`src/rtl/trt_pkg.sv`:
```
// Package for the target response timer: widths, constants, carriers.
// Assumes a single reference clock shared by the master and the timer.
package trt_pkg;

   // ----------------------------------------------------------------------
   // Widths and constants
   // ----------------------------------------------------------------------
   localparam int          TRT_SET_W    = 5;
   localparam int          TRT_CNT_W    = 8;
   localparam int          TRT_LOW_W    = TRT_CNT_W - TRT_SET_W;
   localparam logic [4:0]  TRT_SET_OFF  = 5'h00;
   localparam logic [2:0]  TRT_LOW_FILL = 3'h7;
   localparam logic [7:0]  TRT_CNT_ZERO = 8'h00;
   localparam logic [7:0]  TRT_CNT_ONE  = 8'h01;
   localparam logic        TRT_PIN_IDLE = 1'b1;

   // ----------------------------------------------------------------------
   // Carriers
   // ----------------------------------------------------------------------
   // Bus events seen by the master, sampled from synchronised pins
   typedef struct packed {
      logic active;     // Master transaction in progress
      logic data_done;  // Data phase completed (IRDY# and TRDY# low)
      logic retry;      // Target signalled retry
   } trt_bus_ev_t;

   // Results handed back to the master sequencer
   typedef struct packed {
      logic abort;      // End cycle with master abort
      logic serr;       // Flag system error
   } trt_result_t;

   typedef enum logic [1:0] {
      TRT_IDLE  = 2'b00,
      TRT_WAIT  = 2'b01,
      TRT_ABORT = 2'b10
   } trt_state_t;

endpackage : trt_pkg

```
`src/rtl/trt_sync2.sv`:
```
// Two-stage synchroniser for one level from outside the clock domain.
// Assumes the input is a plain level; first stage is read only by the second.
`timescale 1ns/1ps
module trt_sync2
#(
   // Level shown while reset is held
   parameter logic RST_VAL = 1'b0
)
(
   // Clock and reset
   input  wire logic i_ref_clk,
   input  wire logic i_rst_n,
   // Level in and out
   input  wire logic i_level,
   output logic      o_level
);

   logic meta_q;
   logic meta_d;
   logic sync_q;
   logic sync_d;

   // ----------------------------------------------------------------------
   // Next values
   // ----------------------------------------------------------------------
   always_comb
   begin
      meta_d = i_level;
      sync_d = meta_q;
   end

   // Registers only
   always_ff @(posedge i_ref_clk or negedge i_rst_n)
   begin
      if (!i_rst_n)
      begin
         meta_q <= RST_VAL;
         sync_q <= RST_VAL;
      end
      else
      begin
         meta_q <= meta_d;
         sync_q <= sync_d;
      end
   end

   assign o_level = sync_q;

endmodule : trt_sync2

```
`src/rtl/trt_timer.sv`:
```
// Overview of operation
// - Zero setting disables all timeout aborts.
// - Setting forms upper five bits of counter.
// - Reload counter on every completed data phase outside the abort state.
// - Expiry before TRDY# aborts and flags SERR#.
// - Endless retries also end in master abort.
//
// Target response watchdog for the PCI master.
// Assumes the bus pins are active low and asynchronous to i_ref_clk;
// the timer setting comes from master configuration logic on this clock.
//
// Pins are synchronised raw and inverted after the second stage, so
// reset shows an idle bus and no false transaction follows it.
// The synchronisers cost two cycles of latency on every pin; the
// timeout therefore runs two cycles behind the bus, which is
// negligible against the shortest programmed count.
// A retried cycle keeps its count across the idle gap between
// retries, so a target that only ever retries still runs out.
`timescale 1ns/1ps
module trt_timer
(
   // Clock and reset
   input  wire logic                            i_ref_clk,
   input  wire logic                            i_rst_n,
   // Configuration from the master
   input  wire logic [trt_pkg::TRT_SET_W-1:0]   i_timer_set,
   // Bus pins observed (active low)
   input  wire logic                            i_frame_n,
   input  wire logic                            i_irdy_n,
   input  wire logic                            i_trdy_n,
   input  wire logic                            i_stop_n,
   // Results to the master sequencer
   output logic                                 o_master_abort,
   output logic                                 o_serr,
   output logic [trt_pkg::TRT_CNT_W-1:0]        o_count
);

   // ----------------------------------------------------------------------
   // Pin synchronisers
   // ----------------------------------------------------------------------
   logic frame_n_s;
   logic irdy_n_s;
   logic trdy_n_s;
   logic stop_n_s;
   logic frame_s;
   logic irdy_s;
   logic trdy_s;
   logic stop_s;

   // FRAME# level into the clock domain
   trt_sync2
   #(
      .RST_VAL   (trt_pkg::TRT_PIN_IDLE)
   )
   u_sync_frame
   (
      .i_ref_clk (i_ref_clk),
      .i_rst_n   (i_rst_n),
      .i_level   (i_frame_n),
      .o_level   (frame_n_s)
   );

   // IRDY# level into the clock domain
   trt_sync2
   #(
      .RST_VAL   (trt_pkg::TRT_PIN_IDLE)
   )
   u_sync_irdy
   (
      .i_ref_clk (i_ref_clk),
      .i_rst_n   (i_rst_n),
      .i_level   (i_irdy_n),
      .o_level   (irdy_n_s)
   );

   // TRDY# level into the clock domain
   trt_sync2
   #(
      .RST_VAL   (trt_pkg::TRT_PIN_IDLE)
   )
   u_sync_trdy
   (
      .i_ref_clk (i_ref_clk),
      .i_rst_n   (i_rst_n),
      .i_level   (i_trdy_n),
      .o_level   (trdy_n_s)
   );

   // STOP# level into the clock domain
   trt_sync2
   #(
      .RST_VAL   (trt_pkg::TRT_PIN_IDLE)
   )
   u_sync_stop
   (
      .i_ref_clk (i_ref_clk),
      .i_rst_n   (i_rst_n),
      .i_level   (i_stop_n),
      .o_level   (stop_n_s)
   );

   // Active-high levels, taken only after the second stage
   assign frame_s = ~frame_n_s;
   assign irdy_s  = ~irdy_n_s;
   assign trdy_s  = ~trdy_n_s;
   assign stop_s  = ~stop_n_s;

   // ----------------------------------------------------------------------
   // Bus event decode
   // ----------------------------------------------------------------------
   trt_pkg::trt_bus_ev_t ev;
   logic                 enabled;
   logic [trt_pkg::TRT_CNT_W-1:0] start_val;

   // Retry is STOP# without TRDY#; a done phase needs both ready lines
   always_comb
   begin
      ev.active    = frame_s | irdy_s;
      ev.data_done = irdy_s & trdy_s;
      ev.retry     = stop_s & ~trdy_s;
   end

   assign enabled   = (i_timer_set != trt_pkg::TRT_SET_OFF);
   assign start_val = {i_timer_set, trt_pkg::TRT_LOW_FILL};

   // ----------------------------------------------------------------------
   // Counter and state
   // ----------------------------------------------------------------------
   trt_pkg::trt_state_t            state_q;
   trt_pkg::trt_state_t            state_d;
   logic [trt_pkg::TRT_CNT_W-1:0]  cnt_q;
   logic [trt_pkg::TRT_CNT_W-1:0]  cnt_d;
   trt_pkg::trt_result_t           res_q;
   trt_pkg::trt_result_t           res_d;
   logic                           retry_q;
   logic                           retry_d;

   // Retries do not reload, so a target retrying forever still expires
   always_comb
   begin
      state_d = state_q;
      cnt_d   = cnt_q;
      res_d   = '0;
      retry_d = retry_q;
      case (state_q)
         trt_pkg::TRT_IDLE:
         begin
            // A retried cycle keeps its count across the idle gap
            if (retry_q && !ev.data_done)
            begin
               cnt_d = cnt_q;
            end
            else
            begin
               cnt_d   = start_val;
               retry_d = 1'b0;
            end
            // Switching the timer off forgets any pending retry
            if (!enabled)
            begin
               retry_d = 1'b0;
            end
            if (ev.active && enabled)
               state_d = trt_pkg::TRT_WAIT;
         end
         trt_pkg::TRT_WAIT:
         begin
            if (!enabled)
            begin
               state_d = trt_pkg::TRT_IDLE;
               retry_d = 1'b0;
            end
            else if (ev.data_done)
            begin
               cnt_d = start_val;
               retry_d = 1'b0;
               if (!ev.active)
                  state_d = trt_pkg::TRT_IDLE;
            end
            else if (!ev.active)
            begin
               state_d = trt_pkg::TRT_IDLE;
            end
            else if (cnt_q <= trt_pkg::TRT_CNT_ONE)
            begin
               cnt_d     = trt_pkg::TRT_CNT_ZERO;
               res_d.abort = 1'b1;
               res_d.serr  = 1'b1;
               state_d   = trt_pkg::TRT_ABORT;
               retry_d   = 1'b0;
            end
            else
            begin
               cnt_d = cnt_q - trt_pkg::TRT_CNT_ONE;
               if (ev.retry)
                  retry_d = 1'b1;
            end
         end
         trt_pkg::TRT_ABORT:
         begin
            // Hold until the bus goes idle so the abort is reported once
            if (!ev.active)
               state_d = trt_pkg::TRT_IDLE;
         end
         default:
         begin
            state_d = trt_pkg::TRT_IDLE;
            retry_d = 1'b0;
         end
      endcase
   end

   // Registers only
   always_ff @(posedge i_ref_clk or negedge i_rst_n)
   begin
      if (!i_rst_n)
      begin
         state_q <= trt_pkg::TRT_IDLE;
         cnt_q   <= trt_pkg::TRT_CNT_ZERO;
         res_q   <= '0;
         retry_q <= 1'b0;
      end
      else
      begin
         state_q <= state_d;
         cnt_q   <= cnt_d;
         res_q   <= res_d;
         retry_q <= retry_d;
      end
   end

   // ----------------------------------------------------------------------
   // Outputs
   // ----------------------------------------------------------------------
   assign o_master_abort = res_q.abort;
   assign o_serr         = res_q.serr;
   assign o_count        = cnt_q;

endmodule : trt_timer
```
`config.mk`:
```
export PLATFORM = sky130hd
export DESIGN_NAME = trt_timer
export DESIGN_NICKNAME = d
export VERILOG_FILES = /design/src/rtl/trt_pkg.sv /design/src/rtl/trt_sync2.sv /design/src/rtl/trt_timer.sv
export SDC_FILE = /design/constraint.sdc
export NUM_CORES = 1
export LEC_CHECK = 0
export BUFFER_PORTS_ARGS = -buffer_cell sky130_fd_sc_hd__buf_2
export CAP_MARGIN = 0
export CORE_ASPECT_RATIO = 0.9
export CORE_MARGIN = 5
export CORE_UTILIZATION = 56
export DETAILED_ROUTE_END_ITERATION = 8
export GPL_TIMING_DRIVEN = 1
export PLACE_DENSITY = 0.82
export SYNTH_ARGS = -nofsm -noshare
export SYNTH_HDL_FRONTEND = slang
export SYNTH_SLANG_ARGS = --single-unit
```
`constraint.sdc`:
```
create_clock -name i_ref_clk -period 4.05 [get_ports i_ref_clk]
set_input_delay 0.6075 -clock i_ref_clk [delete_from_list [all_inputs] [get_ports i_ref_clk]]
set_output_delay 0.6075 -clock i_ref_clk [all_outputs]
set_load 0.1 [all_outputs]
```
==> impl_results.md <==
- Slew @ Worst Pin: 0.730 ns
- Via count: 850
- Part of the power in registers: 32.1%
- Worst path max stage delay: 0.42 ns
- Setup total negative slack: 0 ns
- Net Sw Power: 0.558 mW
- # resized after CTS: 0
- DRT iter0 DRCs: 31
- Switching Share: 57.0%
- Drc violations: 0
- Asr flop ratio synth: 100%
- Overflow after GRT: 0
- Placed cell count: 141
- Die W: 54.4 um
- Clock share of power: 9.0%
- Final setup margin: 2.07 ns
- Post-Layout Cell Count: 144
- Final setup viols: 0
- Slowest stage cell on the critical path: dfrtp_1
- ANT cells: 0
- Largest net degree at the start of global routing: 21
- Root Buffer: clkbuf_4
- Synth Flop Type: dfrtp_1
- Register area share after synthesis: 51.5%
- Num CTS Buffers: 3
- Crit Path Max Fanout: 7
- Max Root-Sink Buffers: 2
- Vias per std cell: 5.90
- Hold WS: 0.245 ns
- Top cells by area, synth: dfrtp_1 30%, dfstp_2 21%, o21ai_0 4.5%
- Highest clock rate: 506 MHz
- YS warnings: 0
- Post-CTS setup buffer count: 0
- Antenna violations before repair: 0
- Worst slew margin: 51.0%
- Crit-path cells: inv_1, ha_1, nor2_1, or3_4, o21ai_4, o41ai_1, a22o_1
- Worst IR drop on VDD: 759 uV
- Drt first pass iters: 4
- Crit. End Element: register
- Avg WL per Cell: 15.2 um
- CTS Hold Bufs: 0
- Final HPWL DP: 1.65 mm
- Core area: 1680 um2
- Die Area: 2710 um2
- Fillers: 161
- Area Growth Syn to Fin: 14.2%
- CTS tree: yes
- Skew-Pair Late Insertion Delay: 0.28 ns
- IO Pins: 21
- Synthesized cell area: 992 um2
- Mapped Nets: 112
- Fin crit share: 48.8%
- Pwr/cell area: 863 nW/um2
- H-tree depth: 1
- Crit path kind: register to register
- Yosys reg bits: 20
- EDFF count, synth: 0
- Endpoints failing hold: 0
- Antenna-violating nets left: 0
- Avg Cell Area, Syn: 10.0 um2
- Clock sinks: 20
- Placer Congestion: 0.868
- Hold Path Class: input pin to async pin
- Clk slew on worst S/H paths: 0.11 ns
- Share of layout cells above drive strength 1: 30.0%
- Max-slew violations: 0
- Die Ht: 49.9 um
- Req. time, crit path: 4.22 ns
- Port Buffers: 20
- Starting density of the core: 59.0%
- Row count: 14
- Unrepaired setup endpoints after global routing: false
- Nets: 135
- Post-Synthesis Cells: 99
- Final critical-path required period: 1.98 ns
- Skew final: 0.00422 ns
- Outcome: completed
- CP Launch Type: register
- Synth area leader: dfrtp_1
- Synth top area share: 30.3%
- Most frequent cells in the layout: 20 x buf_2, 12 x dfrtp_1, 10 x nor2_1
- GRT Overall Usage: 18.5%
- Gate power share: 58.8%
- First-pass GRT wire length: 3.77 mm
- Vias in the first global route: 840
- Max-cap violations: 0
- Pre-CTS setup slack: 2.11 ns
- Netlist cell types: 35
- Final WL: 2.19 mm
- WP data arrival: 2.15 ns
- Internal: 0.421 mW
- Commonest non-fill, non-tap cell in the layout: buf_2
- Leak Pwr: 0.492 nW
==> cell type report <==
cell class / instances / area (um2) / area share, %
Clock buffer: 3 / 22.5 / 1.99
Inverter: 2 / 7.51 / 0.662
Multi-Input combinational cell: 75 / 463 / 40.8
Sequential cell: 20 / 510 / 45.0
Tap cell: 24 / 30.0 / 2.65
Timing Repair Buffer: 20 / 100 / 8.83
==> through the flow <==
step | power (mW) | util (%) | instance area (um2)
floorplan | 0.782 | - | 992
global placement | 0.875 | 66.1 | 1110
detailed placement | 0.890 | 66.1 | 1110
CTS | 0.981 | 67.4 | 1130
global route | 1.04 | 67.4 | 1130
finish | 0.979 | 67.4 | 1130
==> power groups by stage <==
stage / Combinational (mW) / Sequential [mW] / Clock (mW)
after floorplan: 0.206 / 0.575 / 0
after global placement: 0.561 / 0.314 / 0
after detailed placement: 0.574 / 0.316 / 0
after CTS: 0.576 / 0.313 / 0.0917
after global routing: 0.615 / 0.323 / 0.0976
final: 0.576 / 0.314 / 0.0885
==> cell families after synthesis <==
logic type	count (synthesis)	synth area share, %
fa+ha+maj	2	2.52
simple gates	37	19.3
buf+inv	4	1.89
compound gates	36	24.8
flops	20	51.5
==> synth_stat cells, types with 2 or more instances <==
library cell and number:
a22o_1 4, or3_1 2, nor2_1 10, o21ai_1 5, dfrtp_1 12, nand2b_1 2
nand3_1 2, and2_1 2, a31oi_1 2, o21a_1 2, inv_1 2, nor3_1 5
nand2_1 9, ha_1 2, a21oi_1 3, o21ai_0 9, dfstp_2 8
==> path summary, 6_finish.rpt <==
kind                                startpoint              endpoint  slack, ns  cells after the start
hold reg to reg            u_sync_frame.meta_q  u_sync_frame.o_level       0.36                      0
setup / recovery                    o_count[1]            o_count[5]       2.07                      7
hold / removal                         i_rst_n            o_count[0]       0.25                      1
setup reg to reg                    o_count[1]            o_count[5]       2.07                      7
max in group asynchronous              i_rst_n    u_sync_stop.meta_q       3.47                      1
min in group i_ref_clk     u_sync_frame.meta_q  u_sync_frame.o_level       0.36                      0
==> routing by layer <==
layer | track usage [%] | vias up | part of all wire, %
met1 | 25.0 | 408 | 45
li1 | - | 409 | -
met5 | 0 | - | 0
met3 | 3.31 | 4 | 5.1
met2 | 29.5 | 29 | 49
met4 | 5.39 | 0 | 1.4
==> state kept, by name (all words and copies together) (netlist names) <==
name and count:
u_sync_frame.o_level 1, o_master_abort 1, u_sync_frame.meta_q 1, u_sync_stop.meta_q 1
u_sync_stop.o_level 1, u_sync_irdy.meta_q 1, u_sync_irdy.o_level 1, u_sync_trdy.meta_q 1
state_q 2, u_sync_trdy.o_level 1, o_count 8, retry_q 1
==> critical path, delay by kind of cell, from the launching register on <==
kind,cells,cell delay (ns)
flip-flops,1,0.42
AND/OR/NAND/NOR,2,0.46
AO/OA/AOI/OAI,3,0.61
buffers and inverters,1,0.12
adder cells (fa/ha/maj),1,0.24
Power figures use the tool's default switching activity.
